### src/shared/usb_irq_pkg.sv
// constants and types shared by both ends of the interrupt and test block
package usb_irq_pkg;
  // ============================================================
  // device register offsets (byte addresses, one word each)
  localparam logic [7:0] OFF_CTRL = 8'h00;
  localparam logic [7:0] OFF_RAW = 8'h04;
  localparam logic [7:0] OFF_FORCE = 8'h08;
  localparam logic [7:0] OFF_CLEAR = 8'h0C;
  localparam logic [7:0] OFF_MASK = 8'h10;
  localparam logic [7:0] OFF_MSET = 8'h14;
  localparam logic [7:0] OFF_MCLR = 8'h18;
  localparam logic [7:0] OFF_GATED = 8'h1C;
  localparam logic [7:0] OFF_ACK = 8'h20;
  localparam logic [7:0] OFF_TMODE = 8'h24;
  localparam logic [7:0] OFF_DEV_CTL = 8'h28;
  localparam logic [7:0] OFF_EP0CS = 8'h2C;
  localparam logic [7:0] OFF_EP0PTR = 8'h30;
  // ============================================================
  // interrupt source layout
  localparam int SRC_W = 25;
  localparam int RX_LSB = 8;
  localparam int CORE_LSB = 16;
  localparam logic [24:0] SRC_IMPL = 25'h1FF1E1F;
  localparam logic [24:0] SRC_RST = 25'h0000000;
  localparam logic [24:0] MASK_RST = 25'h0000000;
  // ============================================================
  // field positions
  localparam int CTRL_RST = 0;
  localparam int TM_SE0NAK = 0;
  localparam int TM_J = 1;
  localparam int TM_K = 2;
  localparam int TM_PKT = 3;
  localparam int TM_FHS = 4;
  localparam int TM_FFS = 5;
  localparam int TM_FIFO = 6;
  localparam int TM_FHOST = 7;
  localparam logic [7:0] TM_RST = 8'h00;
  localparam int DC_SESSION = 0;
  localparam int DC_HOST = 2;
  localparam int DC_BROLE = 7;
  localparam int C0_RXW = 0;
  localparam int C0_TXL = 1;
  localparam int C0_RXC = 6;
  localparam int PTR_USB_LSB = 8;
  // ============================================================
  // endpoint 0 buffer and test packet
  localparam logic [6:0] EP0_MAX = 7'h40;
  localparam logic [5:0] TP_LEN = 6'h35;
  localparam logic [7:0] PID_DATA0 = 8'hC3;
  localparam logic [15:0] CRC_INIT = 16'hFFFF;
  localparam logic [15:0] CRC_POLY = 16'hA001;
  typedef enum logic [1:0] {SPD_HS, SPD_FS, SPD_LS} speed_t;
  typedef enum {TP_IDLE, TP_PID, TP_DATA, TP_CRC_LO, TP_CRC_HI} tp_phase_t;
  // ============================================================
  // processor agent registers (AXI4-Lite side)
  localparam logic [7:0] H_OFF_ADDR = 8'h00;
  localparam logic [7:0] H_OFF_WDATA = 8'h04;
  localparam logic [7:0] H_OFF_GO = 8'h08;
  localparam logic [7:0] H_OFF_STAT = 8'h0C;
  localparam logic [7:0] H_OFF_RDATA = 8'h10;
  localparam int H_GO_WE = 0;
  localparam int H_ST_BUSY = 0;
  localparam int H_ST_IRQ = 1;
  localparam int H_ST_DONE = 2;
  localparam logic [1:0] RESP_OKAY = 2'h0;
  localparam logic [1:0] RESP_SLVERR = 2'h2;
endpackage
### src/shared/usb_ctl_if.sv
// register port and interrupt line between processor agent and device
`timescale 1ns/1ps
interface usb_ctl_if;
  logic req;
  logic we;
  logic [7:0] addr;
  logic [31:0] wdata;
  logic [31:0] rdata;
  logic ack;
  logic controller_irq_line;
  modport dev (input req, we, addr, wdata,
               output rdata, ack, controller_irq_line);
  modport cpu (output req, we, addr, wdata,
               input rdata, ack, controller_irq_line);
endinterface

### src/rtl/usb_irq_dev.sv
// device end: interrupt gathering, compliance modes, forced host, reset
//
// Contract
// - tx endpoint 4..0 interrupts, ep0 both directions
// - rx endpoint 4..1 interrupts, none for ep0
// - core bits 8..4: power, vbus, srp, detach, attach
// - core bits 3..0: sof, reset/babble, resume, suspend
// - raw source unmasked; pending source with its mask bit set interrupts processor
// - clear register clears, force register sets sources
// - mask set/clear/read, gated status readable
// - interrupt line holds until acknowledge write
// - se0 nak mode naks every in token
// - j mode drives continuous j
// - k mode drives continuous k
// - software loads packet, writes 8h, sets loaded
// - test packet repeats after single load
// - data0 pid prefix, crc suffix
// - 40h copies pointer, flags, raises ep0 interrupt
// - loopback up to 64 bytes, no session
// - 80h forces host, ignores id and detach
// - forced host follows session bit only
// - forced speed from test mode bits
// - software writes test mode after status phase
// - soft reset clears registers, aborts dma, self-clears
// - hardware reset restores all defaults
`timescale 1ns/1ps
module usb_irq_dev (
  // clock and reset
  input wire logic CLK,
  input wire logic SRST,
  // register port and interrupt line
  usb_ctl_if.dev BUS,
  // one-cycle event strobes from the link core
  input wire logic [4:0] EVT_TX,
  input wire logic [4:1] EVT_RX,
  input wire logic [8:0] EVT_CORE,
  // transceiver pins
  input wire logic ID_PIN_INPUT,
  input wire logic HOST_DETACH_DETECT,
  // speed negotiated by the link core
  input wire usb_irq_pkg::speed_t NEG_SPEED,
  // endpoint 0 buffer
  input wire logic EP0_CPU_INC,
  output logic [5:0] EP0_RD_IDX,
  input wire logic [7:0] EP0_RD_BYTE,
  // compliance controls toward the link core
  output logic NAK_ALL_IN,
  output logic DRIVE_J,
  output logic DRIVE_K,
  output logic HOST_MODE,
  output usb_irq_pkg::speed_t SPEED,
  output logic DMA_ABORT,
  // test packet stream
  output logic [7:0] TP_BYTE,
  output logic TP_VALID,
  input wire logic TP_READY
);
  import usb_irq_pkg::*;

  typedef struct packed {
    logic [24:0] src;
    logic [24:0] mask;
    logic irq;
    logic soft_rst;
    logic [7:0] tm;
    logic session;
    logic host;
    speed_t speed;
    logic [6:0] cpu_ptr;
    logic [6:0] usb_ptr;
    logic txl;
    logic rxw;
    logic ack;
    logic [31:0] rdata;
    logic id_s1;
    logic id_s2;
    logic det_s1;
    logic det_s2;
  } dev_state_t;

  dev_state_t r, n;
  logic wr, rd, fifo_go, b_role;
  logic [24:0] ev, gated, clr, frc, mset, mclr;
  logic [7:0] a;
  logic [31:0] d;

  // ============================================================
  // decode and event gathering
  assign a = BUS.addr;
  assign d = BUS.wdata;
  assign wr = BUS.req & BUS.we & ~r.ack;
  assign rd = BUS.req & ~BUS.we & ~r.ack;
  // tx ep at 0..4, rx ep n at 8+n, core at 16..24
  assign ev = {EVT_CORE, 3'h0, EVT_RX, 4'h0, EVT_TX};
  assign clr = (wr && a == OFF_CLEAR) ? d[24:0] : '0;
  assign frc = (wr && a == OFF_FORCE) ? d[24:0] : '0;
  assign mset = (wr && a == OFF_MSET) ? d[24:0] : '0;
  assign mclr = (wr && a == OFF_MCLR) ? d[24:0] : '0;
  assign fifo_go = wr && a == OFF_TMODE && d[TM_FIFO];
  assign gated = r.src & r.mask;
  // detach level only visible in forced host, else the id level
  assign b_role = r.tm[TM_FHOST] ? r.det_s2 : r.id_s2;

  // ============================================================
  // next state
  always_comb begin
    n = r;
    n.ack = BUS.req & ~r.ack;
    n.id_s1 = ID_PIN_INPUT;
    n.id_s2 = r.id_s1;
    n.det_s1 = HOST_DETACH_DETECT;
    n.det_s2 = r.det_s1;
    // sources: set wins over a clear in the same cycle
    n.src = ((r.src & ~clr) | ev | frc) & SRC_IMPL;
    if (fifo_go) begin
      n.src[0] = 1'b1;
    end
    n.mask = ((r.mask & ~mclr) | mset) & SRC_IMPL;
    // line held until acknowledge, then drops a cycle and re-checks
    if (wr && a == OFF_ACK) begin
      n.irq = 1'b0;
    end else begin
      n.irq = r.irq | (|gated);
    end
    if (wr && a == OFF_CTRL && d[CTRL_RST]) begin
      n.soft_rst = 1'b1;
    end
    if (wr && a == OFF_TMODE) begin
      n.tm = d[7:0];
    end
    if (wr && a == OFF_DEV_CTL) begin
      n.session = d[DC_SESSION];
    end
    // endpoint 0 buffer pointer and flags
    if (EP0_CPU_INC && r.cpu_ptr < EP0_MAX) begin
      n.cpu_ptr = r.cpu_ptr + 7'h01;
    end
    if (wr && a == OFF_EP0PTR) begin
      n.cpu_ptr = (d[6:0] > EP0_MAX) ? EP0_MAX : d[6:0];
    end
    if (wr && a == OFF_EP0CS) begin
      if (d[C0_TXL]) begin
        n.txl = 1'b1;
      end
      if (d[C0_RXC]) begin
        n.rxw = 1'b0;
      end
    end
    // loopback: buffer looks flushed out and received back
    if (fifo_go) begin
      n.usb_ptr = r.cpu_ptr;
      n.cpu_ptr = 7'h00;
      n.txl = 1'b0;
      n.rxw = 1'b1;
    end
    // host role and speed
    if (r.tm[TM_FHOST]) begin
      n.host = r.session;
      if (r.tm[TM_FHS]) begin
        n.speed = SPD_HS;
      end else if (r.tm[TM_FFS]) begin
        n.speed = SPD_FS;
      end else begin
        n.speed = SPD_LS;
      end
    end else begin
      n.host = r.session & ~r.id_s2;
      n.speed = NEG_SPEED;
    end
    // read data
    if (rd) begin
      case (a)
        OFF_CTRL: n.rdata = {31'h0, r.soft_rst};
        OFF_RAW: n.rdata = {7'h0, r.src};
        OFF_MASK: n.rdata = {7'h0, r.mask};
        OFF_GATED: n.rdata = {7'h0, gated};
        OFF_TMODE: n.rdata = {24'h0, r.tm};
        OFF_DEV_CTL: n.rdata = {24'h0, b_role, 4'h0, r.host, 1'b0,
                               r.session};
        OFF_EP0CS: n.rdata = {30'h0, r.txl, r.rxw};
        OFF_EP0PTR: n.rdata = {17'h0, r.usb_ptr, 1'b0, r.cpu_ptr};
        default: n.rdata = 32'h00000000;
      endcase
    end
    // soft reset: one cycle of defaults, bit clears itself
    if (r.soft_rst) begin
      n = '0;
      n.ack = BUS.req & ~r.ack;
      n.id_s1 = ID_PIN_INPUT;
      n.id_s2 = r.id_s1;
      n.det_s1 = HOST_DETACH_DETECT;
      n.det_s2 = r.det_s1;
    end
  end

  // state register, hardware reset to defaults
  always_ff @(posedge CLK) begin
    if (SRST) begin
      r <= '0;
    end else begin
      r <= n;
    end
  end

  // ============================================================
  // test packet sender, runs while mode set and packet loaded
  usb_test_packet_gen u_tp (
    .CLK(CLK),
    .SRST(SRST | r.soft_rst),
    .RUN(r.tm[TM_PKT] & r.txl),
    .RD_IDX(EP0_RD_IDX),
    .RD_BYTE(EP0_RD_BYTE),
    .TX_BYTE(TP_BYTE),
    .TX_VALID(TP_VALID),
    .TX_READY(TP_READY)
  );

  // outputs
  assign BUS.ack = r.ack;
  assign BUS.rdata = r.rdata;
  assign BUS.controller_irq_line = r.irq;
  assign NAK_ALL_IN = r.tm[TM_SE0NAK];
  assign DRIVE_J = r.tm[TM_J];
  assign DRIVE_K = r.tm[TM_K];
  assign HOST_MODE = r.host;
  assign SPEED = r.speed;
  assign DMA_ABORT = r.soft_rst;
endmodule // usb_irq_dev

### src/rtl/usb_test_packet_gen.sv
// repeating test packet sender: data0 pid, buffered bytes, crc16
`timescale 1ns/1ps
module usb_test_packet_gen (
  // clock and reset
  input wire logic CLK,
  input wire logic SRST,
  // level that keeps the packet going
  input wire logic RUN,
  // endpoint 0 buffer read port
  output logic [5:0] RD_IDX,
  input wire logic [7:0] RD_BYTE,
  // byte stream
  output logic [7:0] TX_BYTE,
  output logic TX_VALID,
  input wire logic TX_READY
);
  import usb_irq_pkg::*;

  typedef struct packed {
    tp_phase_t phase;
    logic [5:0] idx;
    logic [15:0] crc;
    logic [7:0] byte_v;
    logic valid;
  } tp_state_t;

  tp_state_t r, n;

  // bytewise crc16, reflected polynomial
  function automatic logic [15:0] crc_upd(input logic [15:0] c,
                                          input logic [7:0] d);
    logic [15:0] x;
    x = c ^ {8'h00, d};
    for (int i = 0; i < 8; i++) begin
      x = x[0] ? ((x >> 1) ^ CRC_POLY) : (x >> 1);
    end
    return x;
  endfunction

  // ============================================================
  // sequencer: advance whenever the slot is empty or taken
  always_comb begin
    n = r;
    if (!RUN) begin
      n.phase = TP_IDLE;
      n.valid = 1'b0;
    end else if (!r.valid || TX_READY) begin
      n.valid = 1'b1;
      case (r.phase)
        TP_IDLE, TP_CRC_HI: begin
          n.byte_v = PID_DATA0;
          n.crc = CRC_INIT;
          n.idx = 6'h00;
          n.phase = TP_PID;
        end
        TP_PID, TP_DATA: begin
          if (r.idx == TP_LEN) begin
            n.byte_v = ~r.crc[7:0];
            n.phase = TP_CRC_LO;
          end else begin
            n.byte_v = RD_BYTE;
            n.crc = crc_upd(r.crc, RD_BYTE);
            n.idx = r.idx + 6'h01;
            n.phase = TP_DATA;
          end
        end
        TP_CRC_LO: begin
          n.byte_v = ~r.crc[15:8];
          n.phase = TP_CRC_HI;
        end
        default: n.phase = TP_IDLE;
      endcase
    end
  end

  // state register
  always_ff @(posedge CLK) begin
    if (SRST) begin
      r <= '0;
    end else begin
      r <= n;
    end
  end

  assign RD_IDX = r.idx;
  assign TX_BYTE = r.byte_v;
  assign TX_VALID = r.valid;
endmodule // usb_test_packet_gen

### src/flat_wrapper.sv
// flat-port wrapper written by rule: the top's interface ports become plain ports
module usb_irq_dev_flat import usb_irq_pkg::*;
  (CLK, SRST, EVT_TX, EVT_RX, EVT_CORE, ID_PIN_INPUT, HOST_DETACH_DETECT, NEG_SPEED, EP0_CPU_INC, EP0_RD_IDX, EP0_RD_BYTE, NAK_ALL_IN, DRIVE_J, DRIVE_K, HOST_MODE, SPEED, DMA_ABORT, TP_BYTE, TP_VALID, TP_READY, BUS_req, BUS_we, BUS_addr, BUS_wdata, BUS_rdata, BUS_ack, BUS_controller_irq_line);
  usb_ctl_if BUS_i ();
  input wire logic CLK;
  input wire logic SRST;
  input wire logic [4:0] EVT_TX;
  input wire logic [4:1] EVT_RX;
  input wire logic [8:0] EVT_CORE;
  input wire logic ID_PIN_INPUT;
  input wire logic HOST_DETACH_DETECT;
  input wire usb_irq_pkg::speed_t NEG_SPEED;
  input wire logic EP0_CPU_INC;
  output logic [5:0] EP0_RD_IDX;
  input wire logic [7:0] EP0_RD_BYTE;
  output logic NAK_ALL_IN;
  output logic DRIVE_J;
  output logic DRIVE_K;
  output logic HOST_MODE;
  output usb_irq_pkg::speed_t SPEED;
  output logic DMA_ABORT;
  output logic [7:0] TP_BYTE;
  output logic TP_VALID;
  input wire logic TP_READY;
  input wire logic [$bits(BUS_i.req)-1:0] BUS_req;
  input wire logic [$bits(BUS_i.we)-1:0] BUS_we;
  input wire logic [$bits(BUS_i.addr)-1:0] BUS_addr;
  input wire logic [$bits(BUS_i.wdata)-1:0] BUS_wdata;
  output wire logic [$bits(BUS_i.rdata)-1:0] BUS_rdata;
  output wire logic [$bits(BUS_i.ack)-1:0] BUS_ack;
  output wire logic [$bits(BUS_i.controller_irq_line)-1:0] BUS_controller_irq_line;
  assign BUS_i.req = BUS_req;
  assign BUS_i.we = BUS_we;
  assign BUS_i.addr = BUS_addr;
  assign BUS_i.wdata = BUS_wdata;
  assign BUS_rdata = BUS_i.rdata;
  assign BUS_ack = BUS_i.ack;
  assign BUS_controller_irq_line = BUS_i.controller_irq_line;
  usb_irq_dev u_core (.CLK(CLK), .SRST(SRST), .BUS(BUS_i), .EVT_TX(EVT_TX), .EVT_RX(EVT_RX), .EVT_CORE(EVT_CORE), .ID_PIN_INPUT(ID_PIN_INPUT), .HOST_DETACH_DETECT(HOST_DETACH_DETECT), .NEG_SPEED(NEG_SPEED), .EP0_CPU_INC(EP0_CPU_INC), .EP0_RD_IDX(EP0_RD_IDX), .EP0_RD_BYTE(EP0_RD_BYTE), .NAK_ALL_IN(NAK_ALL_IN), .DRIVE_J(DRIVE_J), .DRIVE_K(DRIVE_K), .HOST_MODE(HOST_MODE), .SPEED(SPEED), .DMA_ABORT(DMA_ABORT), .TP_BYTE(TP_BYTE), .TP_VALID(TP_VALID), .TP_READY(TP_READY));
endmodule
### config.mk
export PLATFORM = sky130hd
export DESIGN_NAME = usb_irq_dev_flat
export DESIGN_NICKNAME = d
export VERILOG_FILES = /design/src/shared/usb_irq_pkg.sv /design/src/shared/usb_ctl_if.sv /design/src/rtl/usb_irq_dev.sv /design/src/rtl/usb_test_packet_gen.sv /design/src/flat_wrapper.sv
export SDC_FILE = /design/constraint.sdc
export NUM_CORES = 1
export LEC_CHECK = 0
export ABC_CLOCK_PERIOD_IN_PS = 2600
export CORE_ASPECT_RATIO = 0.8
export CORE_MARGIN = 3
export CORE_UTILIZATION = 60
export CTS_BUF_LIST = sky130_fd_sc_hd__clkbuf_8
export DETAILED_ROUTE_END_ITERATION = 7
export DONT_BUFFER_PORTS = 1
export PLACE_DENSITY = 0.76
export SYNTH_ARGS = -nofsm -noshare
export SYNTH_HDL_FRONTEND = slang
export SYNTH_SLANG_ARGS = --single-unit
export TNS_END_PERCENT = 30
### constraint.sdc
create_clock -name CLK -period 2.6 [get_ports CLK]
set_input_delay 0.52 -clock CLK [delete_from_list [all_inputs] [get_ports CLK]]
set_output_delay 0.52 -clock CLK [all_outputs]
set_load 0.01 [all_outputs]
==> metrics.csv, run 1 <==
metric;value;unit
Synth Register Bits;129;
Psw;0.00101;W
critical path fanouts, max;8;
antenna viol nets, final;0;
Req. time, crit path;2.97;ns
crit path time final;2.40;ns
Mapped Avg Cell Area;8.28;um^2
dominant cell type by area after synthesis;dfxtp_1;
# fillers;884;
Synth Cell Area;6440;um^2
clk buf depth;2;
most numerous cell in the Yosys netlist;dfxtp_1;
clk root buf;clkbuf_8;
share of cells above drive strength 1;0.105;
H-tree depth;4;
Max Slew Vio Count;0;
Synth cell types;60;
overflow left after global routing;0;
Worst Skew;0.0109;ns
Tightest Hold Check Type;input port to register;
GP Congestion;0.961;
initial DRC count;733;
startpoint types;register;
synth cell count leaders;dfxtp_1 (129), nor2_1 (108), nand2_1 (79);
area of the multi-input gates;3290;um^2
Setup-failing EPs final;0;
crit path DAT;2.77;ns
final wirelength;17700;um
Async SR Flop Fraction;0;
Synth Instances;777;
register area;2580;um^2
fmax;417;MHz
post-synth top area share;0.401;
first-pass GRT wire length;27700;um
Sw Ratio;0.245;
Slew headroom;0.552;
number of vias per cell;6.46;
clock tree sinks;129;
CTS tree;built;
Crit. End Element;register;
PwrDens;620;nW/um^2
setup TNS;0;ns
Rows;33;
post-CTS sizing;0;
status;complete, no violations;
Internal Power;0.00313;W
Area contributors post-synth;dfxtp_1 (40%), nor2_1 (6.3%), buf_4 (5.8%);
HP Start;SRST;
Post-synth EDFFs;0;
P_leak;2.31;nW
global router's overall resource usage;0.293;
Ys Warns;0;
DRC violations left;0;
Logic pwr share;0.060;
routed vias;5702;
slew of the pin with the lowest slew margin;0.669;ns
Hold Fails Final Rpt;0;
FF-to-FF Start;u_core.u_tp.RD_IDX[1]$_SDFFE_PP0P_;
Placed Instances;851;
RSZ-0062 raised after global routing;no;
Die H;98.6;um
worst setup path startpoint;u_core.u_tp.RD_IDX[1]$_SDFFE_PP0P_;
diode count;0;
Final period util;0.923;
die width;122;um
Top Ports;132;
clock slew seen by the registers of the worst setup and hold paths;0.08;ns
kind of critical path;register to register;
I/O Buffers;0;
fin cells;883;
Clock power frac;0.437;
CORE AREA;10400;um^2
Detail Placement HPWL;12500;um
Post-CTS Setup Bufs;0;
Avg WL per Cell;20.0;um
Max-Cap Viols;0;
setup slack, reg-to-reg;0.20;ns
worst skew pair latency;0.44;ns
die footprint;12000;um^2
Most used DFF post-synth;dfxtp_1;
P&R area growth vs syn;3.73;%
initial core utilization;0.621;
Seq/Total Area, Yosys;0.401;
Peak VDD IR;0.412;mV
initial antenna violation count;0;
fin nets;809;
sequential power share;0.503;
vias in the first global route;5300;
largest net degree at the start of global routing;56;
cts bufs inserted;17;
hold buffers post-CTS;0;
DR pass1 iterations;5;
-- power groups by stage --
stage / logic (W) / clock network (W) / registers (W)
final: 0.000249 / 0.00181 / 0.00208
after floorplan: 0.000257 / 0 / 0.00209
after global routing: 0.000274 / 0.00192 / 0.00209
after global placement: 0.000237 / 0 / 0.00212
after detailed placement: 0.000243 / 0 / 0.00213
after CTS: 0.000245 / 0.00182 / 0.00208
-- layer usage --
layer | global-route usage | wire, um
met5 | 0 | 0
met4 | 0.102 | 306
met3 | 0.0912 | 2340
met2 | 0.423 | 7640
met1 | 0.417 | 7380
-- cell type report --
class	count	share of cell area
multi-input cells	551	0.493
flip-flops and latches	129	0.387
clock buffers	19	0.0392
well taps	140	0.0262
repair buffers	23	0.0259
clock inverters	13	0.0242
inverters	8	0.00450
-- cell usage in the layout (no fill, tap or decap), drive strengths merged, types with 8 or more instances in the layout --
| cell | count |
|---|---|
| a22oi | 26 |
| a221oi | 31 |
| nor3 | 21 |
| nand2 | 79 |
| nor2 | 108 |
| xor2 | 13 |
| a31oi | 9 |
| nor2b | 12 |
| buf | 23 |
| a21oi | 49 |
| clkbuf | 19 |
| o21ai | 37 |
| xnor2 | 16 |
| a211oi | 16 |
| dfxtp | 129 |
| nand3 | 27 |
| inv | 8 |
| conb | 8 |
| mux2i | 9 |
-- sequential cells by signal, summed over array words and instances (netlist names) --
signal and cells:
u_core.DRIVE_K 1, u_core.u_tp.r 19, u_core.BUS.controller_irq_line 1, u_core.DRIVE_J 1, u_core.BUS.ack 1, u_core.HOST_MODE 1
u_core.SPEED 2, u_core.u_tp.RD_IDX 6, u_core.u_tp.TX_BYTE 8, u_core.BUS.rdata 24, u_core.u_tp.TX_VALID 1, u_core.r 62
u_core.NAK_ALL_IN 1, u_core.DMA_ABORT 1
-- per-stage QoR --
step | instance area [um^2] | utilization | hold slack, ns | total power, W | worst slack (ns)
after floorplan | 6460 | - | 0.414 | 0.00235 | 0.473
after global placement | 6250 | 0.604 | 0.427 | 0.00236 | 0.388
after detailed placement | 6250 | 0.604 | 0.450 | 0.00237 | 0.265
after CTS | 6680 | 0.644 | 0.130 | 0.00415 | 0.225
after global routing | 6680 | 0.644 | 0.128 | 0.00428 | 0.0216
final | 6680 | 0.644 | 0.143 | 0.00414 | 0.201
-- logic make-up after synthesis --
group / share of synthesized area
adder cells (fa/ha/maj): 0.00583
flip-flops: 0.401
AO/OA/AOI/OAI: 0.206
multiplexers: 0.0262
other: 0.000583
AND/OR/NAND/NOR: 0.216
buffers and inverters: 0.0925
XOR/XNOR: 0.0515
-- critical path: stages (launching register included) --
cell	delay (ns)
dfxtp_1	0.46
inv_1	0.08
ha_1	0.21
and4b_1	0.22
a211oi_2	0.47
o21ai_1	0.36
or3_1	0.41
a21oi_1	0.14
-- final timing paths --
check,end,cells past startpoint
max,u_core.u_tp.RD_IDX[1]$_SDFFE_PP0P_,7
min,u_core.BUS.ack$_SDFF_PP0_,1
max reg2reg,u_core.u_tp.RD_IDX[1]$_SDFFE_PP0P_,7
min reg2reg,u_core.r[0]$_SDFF_PP0_,1
Power figures use the tool's default switching activity.
==> inputs of run 2 (changes only) <==
--- a/config.mk
+++ b/config.mk
@@ -6,7 +6,6 @@
 export NUM_CORES = 1
 export LEC_CHECK = 0
 export ABC_CLOCK_PERIOD_IN_PS = 2600
-export CORE_ASPECT_RATIO = 0.8
 export CORE_MARGIN = 3
 export CORE_UTILIZATION = 60
 export CTS_BUF_LIST = sky130_fd_sc_hd__clkbuf_8
==> metrics.csv, run 2 (synthesized netlist as in run 1, its figures left out) <==
metric;value;unit;change
status;complete, no violations;;
setup TNS;0;ns;unchanged
critical path fanouts, max;27;;+19
clock tree sinks;129;;unchanged
final core utilization;0.645;;about the same
FF-to-FF Start;u_core.u_tp.RD_IDX[1]$_SDFFE_PP0P_;;
Design Power;0.00415;W;+0.29%
hold buffers post-CTS;0;;unchanged
Setup-failing EPs final;0;;unchanged
largest net degree at the start of global routing;51;;-8.9%
initial antenna violation count;0;;unchanged
vias in the first global route;5217;;-1.6%
Top reg by flops;u_core.r;;
Die H;110;um;+11%
Hold Fails Final Rpt;0;;unchanged
number of vias per cell;6.39;;-1.1%
CORE AREA;10400;um^2;about the same
pre-CTS WS;0.409;ns;+0.144 ns
clk buf depth;2;;unchanged
most frequent cells in the layout;dfxtp_1 (129), nor2_1 (107), nand2_1 (79);;
Worst Skew;0.0122;ns;+0.00133 ns
clk root buf;clkbuf_8;;
clock slew seen by the registers of the worst setup and hold paths;0.08;ns;about the same
Crit. End Element;register;;
Clock power frac;0.438;;about the same
crit path time final;2.21;ns;-0.188 ns
sequential power share;0.502;;about the same
slew of the pin with the lowest slew margin;0.888;ns;+0.220 ns
die footprint;12000;um^2;about the same
CTS tree;built;;
global router's overall resource usage;0.291;;-0.00288
Top Ports;132;;unchanged
commonest non-fill, non-tap cell in the layout;dfxtp_1;;
post-CTS sizing;0;;unchanged
share of cells above drive strength 1;0.105;;unchanged
Sw Ratio;0.246;;+0.00138
GP Congestion;0.898;;-6.5%
RSZ-0062 raised after global routing;no;;
Avg WL per Cell;19.6;um;-2.1%
kind of critical path;register to register;;
Peak VDD IR;0.547;mV;+33%
cts bufs inserted;17;;unchanged
Max-Cap Viols;0;;unchanged
Internal Power;0.00313;W;+0.11%
I/O Buffers;0;;unchanged
Final period util;0.850;;-0.0723
crit path DAT;2.56;ns;-0.21 ns
overflow left after global routing;0;;unchanged
fmax;452;MHz;+8.5%
HP Start;SRST;;
die width;110;um;-10%
worst skew pair latency;0.44;ns;about the same
Post-CTS Setup Bufs;0;;unchanged
routed vias;5616;;-1.5%
H-tree depth;4;;unchanged
# fillers;887;;+0.34%
DR pass1 iterations;8;;+3
P&R area growth vs syn;3.83;%;about the same
post-route cell area;6680;um^2;about the same
Max Slew Vio Count;0;;unchanged
Rows;37;;+12%
diode count;0;;unchanged
Logic pwr share;0.060;;about the same
max reg flops;62;;unchanged
setup slack, reg-to-reg;0.39;ns;+0.19 ns
initial core utilization;0.621;;about the same
startpoint types;register;;
P_leak;2.32;nW;+0.52%
Tightest Hold Check Type;input port to register;;
fin nets;809;;unchanged
Slew headroom;0.408;;-0.145
DRC violations left;0;;unchanged
Req. time, crit path;2.95;ns;-0.02 ns
final worst slack;0.389;ns;+0.188 ns
Cell Area, Placed;6260;um^2;+0.12%
final wirelength;17200;um;-2.6%
first-pass GRT wire length;26800;um;-3.5%
worst setup path startpoint;u_core.u_tp.RD_IDX[1]$_SDFFE_PP0P_;;
Psw;0.00102;W;+0.86%
Detail Placement HPWL;12100;um;-3.3%
PwrDens;621;nW/um^2;+0.20%
initial DRC count;729;;-0.55%
antenna viol nets, final;0;;unchanged
## run 2: cell count changes in the layout (fill, tap and decap cells not counted)
cell and delta:
buf_12 +1, buf_4 -1, clkinv_2 +1, clkinvlp_4 -2
inv_6 +1
## run 2: routing by layer
metal / part of all wire / track usage
met1: 0.38 / 0.351
met2: 0.47 / 0.466
met3: 0.11 / 0.0957
met4: 0.037 / 0.140
met5: 0 / 0
## run 2: final timing paths
kind	cells past startpoint	endpoint
max	8	u_core.u_tp.r[18]$_SDFFE_PP0P_
min	1	u_core.r[2]$_SDFF_PP0_
min reg2reg	1	u_core.r[2]$_SDFF_PP0_
max reg2reg	8	u_core.u_tp.r[18]$_SDFFE_PP0P_
## run 2: critical path: stages, from the launching register on
cell and delay, ns:
dfxtp_1 0.45, inv_1 0.07, ha_1 0.19, and4b_1 0.21
a211oi_2 0.42, o21a_1 0.19, buf_4 0.27, nor2_1 0.07
a311oi_1 0.25
## run 2: through the flow
step	std cells	hold WS, ns
after floorplan	784	0.414
after global placement	847	0.440
after detailed placement	847	0.439
after CTS	879	0.126
after global routing	879	0.114
final	879	0.141
## run 2: power groups by stage
| stage | registers, W | clock network [W] | logic (W) |
|---|---|---|---|
| global route | 0.00209 | 0.00194 | 0.000274 |
| detailed placement | 0.00213 | 0 | 0.000245 |
| floorplan | 0.00209 | 0 | 0.000257 |
| finish | 0.00208 | 0.00182 | 0.000251 |
| CTS | 0.00208 | 0.00183 | 0.000248 |
| global placement | 0.00212 | 0 | 0.000239 |
## run 2: cell type report
class                      instances  area, um^2  share of cell area
clock buffer                      19         262              0.0391
timing repair buffer              23         185              0.0277
sequential                       129        2580               0.386
tap                              136         170              0.0255
inverter                           8        30.0             0.00449
clock inverter                    13         160              0.0240
multi-input combinational        551        3290               0.493
